==> src/rtl/upconv_pkg.sv <==
// Constants and carrier types shared by the up-converter scale and configuration timing logic.
// Assumes one 100 MHz sample clock and fixed-point scale formats described below.
package upconv_pkg;

  // Table scale: unsigned Q1.15, 1.0 = 0x8000
  localparam logic [15:0] TABLE_SCALE_ONE = 16'h8000;
  // Global scale: unsigned Q2.14, 1.0 = 0x4000, 2.828 = 0xB4FE
  localparam logic [15:0] GLOBAL_SCALE_ONE = 16'h4000;
  localparam logic [15:0] GLOBAL_SCALE_MAX = 16'hB4FE;
  // Bit positions used to drop fraction bits after each product
  localparam int AMP_PROD_LSB = 15;
  localparam int SAMPLE_PROD_LSB = 14;
  // Signed converter limits
  localparam logic signed [15:0] SAMPLE_MAX = 16'sh7FFF;
  localparam logic signed [15:0] SAMPLE_MIN = -16'sh8000;
  // Marker-aligned placement resolution in IQ pairs
  localparam logic [3:0] RES_BY_THREE = 4'h8;
  localparam logic [3:0] RES_BY_TWELVE = 4'h2;
  localparam logic [3:0] RES_BY_TWENTY_FOUR = 4'h1;
  localparam logic [3:0] RES_BY_FORTY_EIGHT = 4'h1;
  // Shortest configuration segment the controller must supply, in IQ pairs
  localparam int MIN_CFG_SEGMENT_PAIRS = 240;
  // Output buffer
  localparam int FIFO_DEPTH = 4;
  // Values after reset
  localparam logic [15:0] RESET_TABLE_SCALE = TABLE_SCALE_ONE;
  localparam logic [15:0] RESET_GLOBAL_SCALE = GLOBAL_SCALE_ONE;
  localparam logic [15:0] RESET_AMP_MULT = GLOBAL_SCALE_ONE;
  localparam logic [7:0] RESET_COARSE_DELAY = 8'h00;

  typedef enum logic [1:0] {
    interpolate_by_three,
    interpolate_by_twelve,
    interpolate_by_twenty_four,
    interpolate_by_forty_eight
  } interp_mode_e;

  typedef struct packed {
    logic signed [15:0] i;
    logic signed [15:0] q;
  } iq_pair_s;

  localparam int IQ_PAIR_BITS = $bits(iq_pair_s);

endpackage

==> src/rtl/upconv_scale_ctrl.sv <==
// Scale and configuration timing control in the up-converter output path.
// Assumes sequencer, control and sample stream all run on clk_i (100 MHz).
//
// Summary of operation
// Action-table change waits pending for next marker
// Placement resolution eight, two, one, one pairs
// Amplitude-table changes apply at once, unaligned
// Detect converter overrange and report sticky clipping
// Table scale accepted only from zero to one
// Each segment entry may carry its own scale
// Global scale accepted from zero to 2.828
// Multiplier equals global times current table scale
// Coarse delay live in direct, restart in up-conversion
// Controller keeps markers out of first 240 pairs
// Overrange samples saturate to nearest limit
`timescale 1ns/1ps
module upconv_scale_ctrl
  import upconv_pkg::*;
(
  // Clock and reset
  input wire logic clk_i,
  input wire logic reset_n_i,
  // Operating mode and run control
  input wire logic digital_upconversion_mode_i,
  input wire interp_mode_e interp_mode_i,
  input wire logic run_i,
  // Global scale and coarse delay from control software
  input wire logic global_scale_we_i,
  input wire logic [15:0] global_scale_i,
  input wire logic coarse_delay_we_i,
  input wire logic [7:0] coarse_delay_i,
  // Amplitude-table entry
  input wire logic amp_table_valid_i,
  input wire logic [15:0] amp_table_scale_i,
  // Action-table entry
  input wire logic action_valid_i,
  input wire logic [15:0] action_scale_i,
  // Status clear from software
  input wire logic clip_clear_i,
  input wire logic reject_clear_i,
  // Processed sample stream in
  input wire logic in_valid_i,
  output logic in_ready_o,
  input wire iq_pair_s in_pair_i,
  input wire logic in_marker_i,
  // Converter sample stream out
  output logic dac_valid_o,
  input wire logic dac_ready_i,
  output iq_pair_s dac_pair_o,
  // Status and settings
  output logic [15:0] amp_mult_o,
  output logic [7:0] coarse_delay_o,
  output logic clip_status_o,
  output logic reject_status_o,
  output logic action_pending_o
);

  logic [15:0] global_scale, next_global_scale;
  logic [15:0] table_scale, next_table_scale;
  logic [15:0] pend_scale, next_pend_scale;
  logic pending, next_pending;
  logic marker_armed, next_marker_armed;
  logic [2:0] pair_phase, next_pair_phase;
  logic [7:0] delay_req, next_delay_req;
  logic [7:0] next_coarse_delay;
  logic [15:0] next_amp_mult;
  logic next_clip, next_reject;
  logic run_q;
  logic [3:0] resolution;
  logic beat;
  logic [31:0] amp_prod;
  logic clip_i_hit, clip_q_hit;
  iq_pair_s scaled;
  logic fifo_ready;
  iq_pair_s fifo_out;

  assign beat = in_valid_i && fifo_ready;
  assign in_ready_o = fifo_ready;
  assign dac_pair_o = fifo_out;

  always_comb begin
    unique case (interp_mode_i)
      interpolate_by_three: resolution = RES_BY_THREE;
      interpolate_by_twelve: resolution = RES_BY_TWELVE;
      interpolate_by_twenty_four: resolution = RES_BY_TWENTY_FOUR;
      interpolate_by_forty_eight: resolution = RES_BY_FORTY_EIGHT;
    endcase
  end

  // Multiply Q1.15 table scale by Q2.14 global scale, keep Q2.14
  assign amp_prod = global_scale * table_scale;

  // Scale one component by the multiplier, saturate and flag overrange
  function automatic logic signed [15:0] scale_sat(input logic signed [15:0] s,
                                                   input logic [15:0] m,
                                                   output logic hit);
    logic signed [32:0] p;
    logic signed [18:0] r;
    p = s * $signed({1'b0, m});
    r = p[32:SAMPLE_PROD_LSB];
    hit = 1'b0;
    scale_sat = r[15:0];
    if (r > 19'(SAMPLE_MAX)) begin
      hit = 1'b1;
      scale_sat = SAMPLE_MAX;
    end else if (r < 19'(SAMPLE_MIN)) begin
      hit = 1'b1;
      scale_sat = SAMPLE_MIN;
    end
  endfunction

  always_comb begin
    scaled.i = scale_sat(in_pair_i.i, amp_mult_o, clip_i_hit);
    scaled.q = scale_sat(in_pair_i.q, amp_mult_o, clip_q_hit);
  end

  always_comb begin
    next_global_scale = global_scale;
    next_table_scale = table_scale;
    next_pend_scale = pend_scale;
    next_pending = pending;
    next_marker_armed = marker_armed;
    next_pair_phase = pair_phase;
    next_delay_req = delay_req;
    next_coarse_delay = coarse_delay_o;
    next_reject = reject_status_o && !reject_clear_i;
    next_clip = clip_status_o && !clip_clear_i;

    if (global_scale_we_i) begin
      if (global_scale_i <= GLOBAL_SCALE_MAX) begin
        next_global_scale = global_scale_i;
      end else begin
        next_reject = 1'b1;
      end
    end

    // Marker-aligned change: taken on a marker, placed on a resolution boundary
    if (beat) begin
      // Compare in four bits so a resolution of eight still counts through all eight phases
      next_pair_phase = ({1'b0, pair_phase} + 4'h1 >= resolution) ? 3'h0 : pair_phase + 3'h1;
      if (pending && (in_marker_i || marker_armed)) begin
        if (pair_phase == 3'h0) begin
          next_table_scale = pend_scale;
          next_pending = 1'b0;
          next_marker_armed = 1'b0;
        end else begin
          next_marker_armed = 1'b1;
        end
      end
    end

    // Unaligned amplitude-table update takes effect immediately
    if (amp_table_valid_i) begin
      if (amp_table_scale_i <= TABLE_SCALE_ONE) begin
        next_table_scale = amp_table_scale_i;
      end else begin
        next_reject = 1'b1;
      end
    end

    // A new action entry replaces one still waiting; relies on marker spacing
    if (action_valid_i) begin
      if (action_scale_i <= TABLE_SCALE_ONE) begin
        next_pend_scale = action_scale_i;
        next_pending = 1'b1;
        next_marker_armed = 1'b0;
      end else begin
        next_reject = 1'b1;
      end
    end

    // Coarse delay: live in direct mode, held to a restart in up-conversion
    if (coarse_delay_we_i) begin
      next_delay_req = coarse_delay_i;
      if (!digital_upconversion_mode_i) begin
        next_coarse_delay = coarse_delay_i;
      end
    end
    if (digital_upconversion_mode_i && run_i && !run_q) begin
      next_coarse_delay = coarse_delay_we_i ? coarse_delay_i : delay_req;
    end

    if (beat && (clip_i_hit || clip_q_hit)) begin
      next_clip = 1'b1;
    end

    next_amp_mult = amp_prod[AMP_PROD_LSB+15:AMP_PROD_LSB];
  end

  always_ff @(posedge clk_i) begin
    if (!reset_n_i) begin
      global_scale <= RESET_GLOBAL_SCALE;
      table_scale <= RESET_TABLE_SCALE;
      pend_scale <= RESET_TABLE_SCALE;
      pending <= 1'b0;
      marker_armed <= 1'b0;
      pair_phase <= 3'h0;
      delay_req <= RESET_COARSE_DELAY;
      coarse_delay_o <= RESET_COARSE_DELAY;
      amp_mult_o <= RESET_AMP_MULT;
      clip_status_o <= 1'b0;
      reject_status_o <= 1'b0;
      action_pending_o <= 1'b0;
      run_q <= 1'b0;
    end else begin
      global_scale <= next_global_scale;
      table_scale <= next_table_scale;
      pend_scale <= next_pend_scale;
      pending <= next_pending;
      marker_armed <= next_marker_armed;
      pair_phase <= next_pair_phase;
      delay_req <= next_delay_req;
      coarse_delay_o <= next_coarse_delay;
      amp_mult_o <= next_amp_mult;
      clip_status_o <= next_clip;
      reject_status_o <= next_reject;
      action_pending_o <= next_pending;
      run_q <= run_i;
    end
  end

  sample_fifo #(
    .WIDTH(IQ_PAIR_BITS),
    .DEPTH(FIFO_DEPTH)
  ) u_fifo (
    .clk_i(clk_i),
    .reset_n_i(reset_n_i),
    .in_valid_i(in_valid_i),
    .in_ready_o(fifo_ready),
    .in_data_i(scaled),
    .out_valid_o(dac_valid_o),
    .out_ready_i(dac_ready_i),
    .out_data_o(fifo_out)
  );

endmodule

==> src/rtl/sample_fifo.sv <==
// Small synchronous FIFO carrying scaled IQ pairs toward the converter.
// Assumes both sides on clk_i; ready and valid flags are registered.
`timescale 1ns/1ps
module sample_fifo #(
  parameter int WIDTH = 32,
  parameter int DEPTH = 4
) (
  // Clock and reset
  input wire logic clk_i,
  input wire logic reset_n_i,
  // Fill side
  input wire logic in_valid_i,
  output logic in_ready_o,
  input wire logic [WIDTH-1:0] in_data_i,
  // Drain side
  output logic out_valid_o,
  input wire logic out_ready_i,
  output logic [WIDTH-1:0] out_data_o
);
  localparam int PTR_W = (DEPTH > 1) ? $clog2(DEPTH) : 1;
  localparam logic [PTR_W:0] DEPTH_CNT = (PTR_W + 1)'(DEPTH);
  localparam logic [PTR_W-1:0] LAST_PTR = PTR_W'(DEPTH - 1);

  logic [WIDTH-1:0] mem [DEPTH];
  logic [PTR_W-1:0] wr_ptr, next_wr_ptr;
  logic [PTR_W-1:0] rd_ptr, next_rd_ptr;
  logic [PTR_W:0] count, next_count;
  logic push, pop;

  assign push = in_valid_i && in_ready_o;
  assign pop = out_valid_o && out_ready_i;
  assign out_data_o = mem[rd_ptr];

  always_comb begin
    next_wr_ptr = wr_ptr;
    next_rd_ptr = rd_ptr;
    next_count = count;
    if (push) begin
      next_wr_ptr = (wr_ptr == LAST_PTR) ? '0 : wr_ptr + 1'b1;
    end
    if (pop) begin
      next_rd_ptr = (rd_ptr == LAST_PTR) ? '0 : rd_ptr + 1'b1;
    end
    if (push && !pop) begin
      next_count = count + 1'b1;
    end else if (pop && !push) begin
      next_count = count - 1'b1;
    end
  end

  always_ff @(posedge clk_i) begin
    if (!reset_n_i) begin
      wr_ptr <= '0;
      rd_ptr <= '0;
      count <= '0;
      in_ready_o <= 1'b1;
      out_valid_o <= 1'b0;
    end else begin
      wr_ptr <= next_wr_ptr;
      rd_ptr <= next_rd_ptr;
      count <= next_count;
      in_ready_o <= (next_count != DEPTH_CNT);
      out_valid_o <= (next_count != '0);
    end
  end

  // Storage has no reset; only written entries are ever presented
  always_ff @(posedge clk_i) begin
    if (push) begin
      mem[wr_ptr] <= in_data_i;
    end
  end

endmodule

==> config.mk <==
export PLATFORM = sky130hd
export DESIGN_NAME = upconv_scale_ctrl
export DESIGN_NICKNAME = d
export VERILOG_FILES = /design/src/rtl/upconv_pkg.sv /design/src/rtl/upconv_scale_ctrl.sv /design/src/rtl/sample_fifo.sv
export SDC_FILE = /design/constraint.sdc
export NUM_CORES = 2
export LEC_CHECK = 0
export BUFFER_PORTS_ARGS = -buffer_cell sky130_fd_sc_hd__buf_2
export CORE_MARGIN = 10
export CORE_UTILIZATION = 58
export DETAILED_ROUTE_END_ITERATION = 10
export PLACE_DENSITY_LB_ADDON = 0.08
export SLEW_MARGIN = 10
export SYNTH_ARGS = -nofsm -noshare
export SYNTH_HDL_FRONTEND = slang
export SYNTH_SLANG_ARGS = --single-unit
==> constraint.sdc <==
create_clock -name clk_i -period 5.95 [get_ports clk_i]
set_input_delay 0 -clock clk_i [delete_from_list [all_inputs] [get_ports clk_i]]
set_output_delay 0 -clock clk_i [all_outputs]
set_load 0.05 [all_outputs]
* Word-level counts from Yosys, hierarchy flattened *
Memory sizes are Yosys's and may differ from the RTL's. A register that Yosys moved wholly into a read port is not among the register bits.
Cells that the tools add are included.

word-level totals
  bits in writable memories = 128
  word-level logic and storage cells = 111
  register bits = 97
  memories kept = 1
  output and inout bits = 61

memories
  name        words  bits a word  rd ports  clocked after memory_dff  write ports  line               RTL
  u_fifo.mem  4      32           1         1                         1            sample_fifo.sv:24  logic [WIDTH-1:0] mem [DEPTH];

operators by class
  magnitude comparators = 8
  reductions and logical operators = 25
  $mul = 3
  add/sub/neg operators = 6
  mux-type cells = 44
  eq/ne operators = 7

operators by type and width
  kind                    number
  $mux W16                9
  $mul A16 B17 Y33        2
  $le A16 B16 Y1 const B  3
  $gt A19 B16 Y1 const B  2
  $lt A19 B16 Y1 const B  2
  $mux W8                 4
  $mul A16 B16 Y31        1
  $mux W1                 23
  $pmux W4 S3             1
  $logic_and A1 B1 Y1     10
  $mux W3                 3
  $eq A2 B2 Y1 const B    4
  $mux W2                 4
  $add A3 B1 Y3 const B   2
  $reduce_and A2 Y1       3
  $logic_not A1 Y1        5
  $add A2 B1 Y2 const B   2
  $add A3 B1 Y4 const B   1
  $ge A4 B4 Y1            1
  $logic_not A3 Y1        1
  $ne A3 B3 Y1 const B    1
  $reduce_bool A3 Y1      1
  $sub A3 B1 Y3 const B   1
  $eq A2 B1 Y1 const B    1
  other kinds (5)         6

* Longest topological paths before layout *
  word-level depth = 8
  depth in mapped cells = 26
  mapped depth without buffers = 23

* Modules after synthesis *
From an unflattened synthesis, not the netlist that was laid out.

second synthesis, totals
  cell total of the unflattened synthesis = 3,527
  area, all modules = 33,950.1 µm²

by module, submodules not included
  module             times used  sequential area each (µm²)  cells each  area an instance (µm²)
  upconv_scale_ctrl  1           1,761.7                     3,295       28,725.0
  sample_fifo        1           4,063.9                     232         5,225.0

* Worst setup path after synthesis *
Ideal clock, no wire load.

  path type = reg2reg
  start point = register amp_mult_o[10]
  end point = memory u_fifo.mem[0][10], data pin
  stages on the path, launching flop included = 24
  clock period less this slack = 6.803 ns
  arrival = 6.540 ns
  library setup time = 0.263 ns
  path slack = -0.853 ns
  cells stage by stage = dfxtp_1 -> clkbuf_1 -> nand2_1 -> fa_1 -> fa_1 -> fa_1 -> fa_1 -> inv_1 -> fa_1 -> inv_1 -> fa_1 -> inv_1 -> ha_1 -> and4_1 -> o2111a_2 -> a31oi_1 -> a31o_2 -> o311a_4 -> o21ai_4 -> a21oi_2 -> xnor2_4 -> nand2_2 -> buf_6 -> a21o_1

RTL lines
  item                    line                      RTL
  from (decl)             upconv_scale_ctrl.sv:51   output logic [15:0] amp_mult_o,
  from (signal assigned)  upconv_scale_ctrl.sv:214  amp_mult_o <= next_amp_mult;
  to (decl)               sample_fifo.sv:24

==> results.md <==
- CP Capture Type: flop
- Worst Hold End: u_fifo.wr_ptr[1]$_SDFFE_PN0P_
- Hold Path Stages: 4
- Crit Path Category: flop to flop
- Die Span Y: roughly 260 um
- Synth area leaders: fa_1, ha_1, edfxtp_1
- IO Port Bufs: 163
- Core Footprint: 57500 sq um
- Syn_area_per_cell: 9.71 sq um
- Post-Syn Nets: 4487
- Post-Synthesis Cells: 3459
- Row cnt: 88
- Clock tree buffer depth: 3
- Post-synth ARST share: 0
- First-pass DRT Iterations: 5
- Clk_skew: 0.0258 ns
- Initial antenna violation count: 3
- H-tree depth: 1
- Final hold slack: 0.0239 ns
- Sequential area share after synthesis: 0.173
- CTS buffer count: 25
- Routed len/inst: 18.2 um
- Most common cell after layout, fill and taps aside: inv_1
- Final setup violation count: between 100 and 150
- Share of the synthesized area in the top cell type: 0.345
- Highest clock rate: 150 MHz
- Worst slew pin tran: 1.15 ns
- Number of flops mapped to enable cells by yosys: approximately 130
- R2R depth: 26
- Crit path required time: 6.24 ns
- Delay-heaviest family, CP: adder cells
- RD Place Congestion: 0.902
- DRT Wirelength: 86400 um
- Vias: 25200
- Clk_lat worst skew: 0.56 ns
- Clock tree root driver cell: clkbuf_16
- Layout cells sized above 1: 0.200
- Status: complete, but fails checks
- FF-to-FF End: u_fifo.mem[1][28]$_DFFE_PP_
- CTS Sinks: 227
- FF-to-FF Start: amp_mult_o[9]$_SDFF_PN0_
- Largest net degree at the start of global routing: 70
- Ys flop type: edfxtp_1
- First DRT Iteration DRCs: 1391
- # IOs: 164
- Total GRT Usage: 0.261
- DRC Markers: 0
- Reg2Reg Setup Slack: -0.70 ns
- PnR worst setup slack: -0.696 ns
- Most frequent CP cell: fa_1
- CP peak stage delay: 0.55 ns
- CP max-delay cell: fa_1
- Initial Util: 0.584
- Post-route ant nets: 0
- Min Clock Period, post-route: 6.65 ns
- Most frequent cells in the layout: inv_1, fa_1, nand2_1
- Slew Limit Fails: 0
- Dpl hpwl: 71300 um
- CTS tree: yes
- Final hold violation count: 0
- Total global routing overflow: 0
- Die width: 261 um
- First-pass GRT wire length: 143000 um
- Relative slew slack: 0.236
- RSZ-0062 raised after global routing: true
- Leading area contributor after synthesis: fa_1
- Fin nets: 4985
- Worst EP arrival: 6.93 ns
- Hold path start: in_valid_i
- Synthesis-to-finish area growth: 20.2%
- Clock-pin transition on the worst setup and hold timing paths: 0.07 ns
- Hold WC Path Type: input port to flop
- Die area: 67900 sq um
- Synth warn: 0
- WP buf/inv: 8
- CP max FO: 9
- Vias in the first global route: 27800
- Post-synthesis cell type count: 78
- Seq cells post-synth: 227
- Tcrit/Tclk final: 1.12
- Failing checks: setup timing
- Synthesized cell area: 33600 sq um
- Routed vias/inst: roughly 5.3
- Startpoint class of the critical path: flop
- Maxcap violations: 0
-- area by class of cell --
type | count | area (sq um)
Inverter | 732 | 2750
Tap cell | 765 | 957
Clock buffer | 31 | 648
Antenna cell | 2 | 5.00
Multi-Input combinational cell | 2353 | 25100
Clock inverter | 14 | 198
Sequential cell | 227 | 5920
Fill cell | 4401 | 17100
Timing Repair Buffer | 618 | 4760
-- cells in the mapped netlist (all sizes together) (3+ instances only) --
cell type    n
buf          9
a21oi       49
or3          5
a22oi        3
nor2b        9
o21bai       5
a21o        45
and2       331
nand4       13
edfxtp     128
xor2        18
nor4         9
and3        12
ha         347
a31oi        3
clkbuf     138
xnor2       30
nand2      456
o22ai        3
dfxtp       99
mux4        32
inv        732
fa         578
o21a        15
or2          6
a211o        6
o21ai       37
a211oi      25
nor3        13
a21boi       3
nor2       140
nand3       17
a31o         8
o211a        3
o221ai      10
and4         5
nand2b      23
o211ai       6
mux2i       56
-- layer usage --
metal  GRT usage  up-vias  share of wire
met2       0.462      686           0.51
met5           0        -              0
met1       0.326    12800           0.40
met4      0.0945        0          0.040
li1            -    11700              -
met3      0.0275      149          0.050
-- cell families (layout without fill, tap and decap cells) --
logic type                 Yosys count  after routing  synth area share
DFF                                227            227             0.173
adders and majority gates          925            925             0.474
and+or+nand+nor                   1047           1047             0.151
buffers and inverters              879           1395            0.0987
AOI/OAI and AO/OA                  244            244            0.0520
other                                0              2                 0
xor gates and xnor gates            48             48            0.0131
muxes                               89             89            0.0385
-- through the flow --
| stage | area (sq um) | TNS [ns] | utilization | worst slack, ns | instances |
|---|---|---|---|---|---|
| floorplan | 34100 | -22.08 | - | -0.327 | 3459 |
| global placement | 37900 | -80.70 | 0.659 | -0.769 | 4585 |
| detailed placement | 37900 | -91.82 | 0.659 | -0.799 | 4585 |
| CTS | 40100 | -70.23 | 0.699 | -0.647 | 4736 |
| global route | 40400 | -103.88 | 0.702 | -0.862 | 4742 |
| finish | 40400 | -81.22 | 0.702 | -0.696 | 4742 |
-- registers in the layout (all words and copies together) (netlist names), named ones only --
| register | flops |
|---|---|
| pair_phase | 3 |
| run_q | 1 |
| u_fifo.wr_ptr | 2 |
| u_fifo.out_valid_o | 1 |
| u_fifo.count | 3 |
| amp_mult_o | 16 |
| pend_scale | 16 |
| u_fifo.rd_ptr | 2 |
| u_fifo.mem | 128 |
| marker_armed | 1 |
| coarse_delay_o | 8 |
| global_scale | 16 |
| reject_status_o | 1 |
| table_scale | 16 |
| clip_status_o | 1 |
| delay_req | 8 |
| pending | 1 |
| u_fifo.in_ready_o | 1 |
-- what timing repair did --
action | in CTS | in global routing
cloned | 0 | 1
gates resized for setup | 110 | 48
setup endpoints to repair | 141 | 141
pin swaps | 33 | 26
setup buffers | 31 | 3
hold buffers | 77 | 0
endpoints found under the hold margin | 76 | 0
-- how the worst max path moves through the flow --
stage	start	to	slack (ns)	cells past startpoint
after floorplan	amp_mult_o[7]$_SDFF_PN0_	u_fifo.mem[0][10]$_DFFE_PP_	-0.33	25
after global placement	amp_mult_o[7]$_SDFF_PN0_	u_fifo.mem[0][7]$_DFFE_PP_	-0.77	23
after detailed placement	amp_mult_o[9]$_SDFF_PN0_	u_fifo.mem[0][5]$_DFFE_PP_	-0.80	21
after CTS	amp_mult_o[7]$_SDFF_PN0_	u_fifo.mem[2][7]$_DFFE_PP_	-0.65	25
after global routing	amp_mult_o[11]$_SDFF_PN0_	u_fifo.mem[1][10]$_DFFE_PP_	-0.86	23
final	amp_mult_o[9]$_SDFF_PN0_	u_fifo.mem[1][28]$_DFFE_PP_	-0.70	26
-- worst min-delay path, delay by kind of cell --
kind                   cells  cell delay (ns)
buffers and inverters      1             0.12
AO/OA/AOI/OAI              1             0.05
AND/OR/NAND/NOR            2             0.36
Power is left out: the tool's default activity adds up to more than one toggle a clock period on the data nets, which glitch-free logic cannot reach.
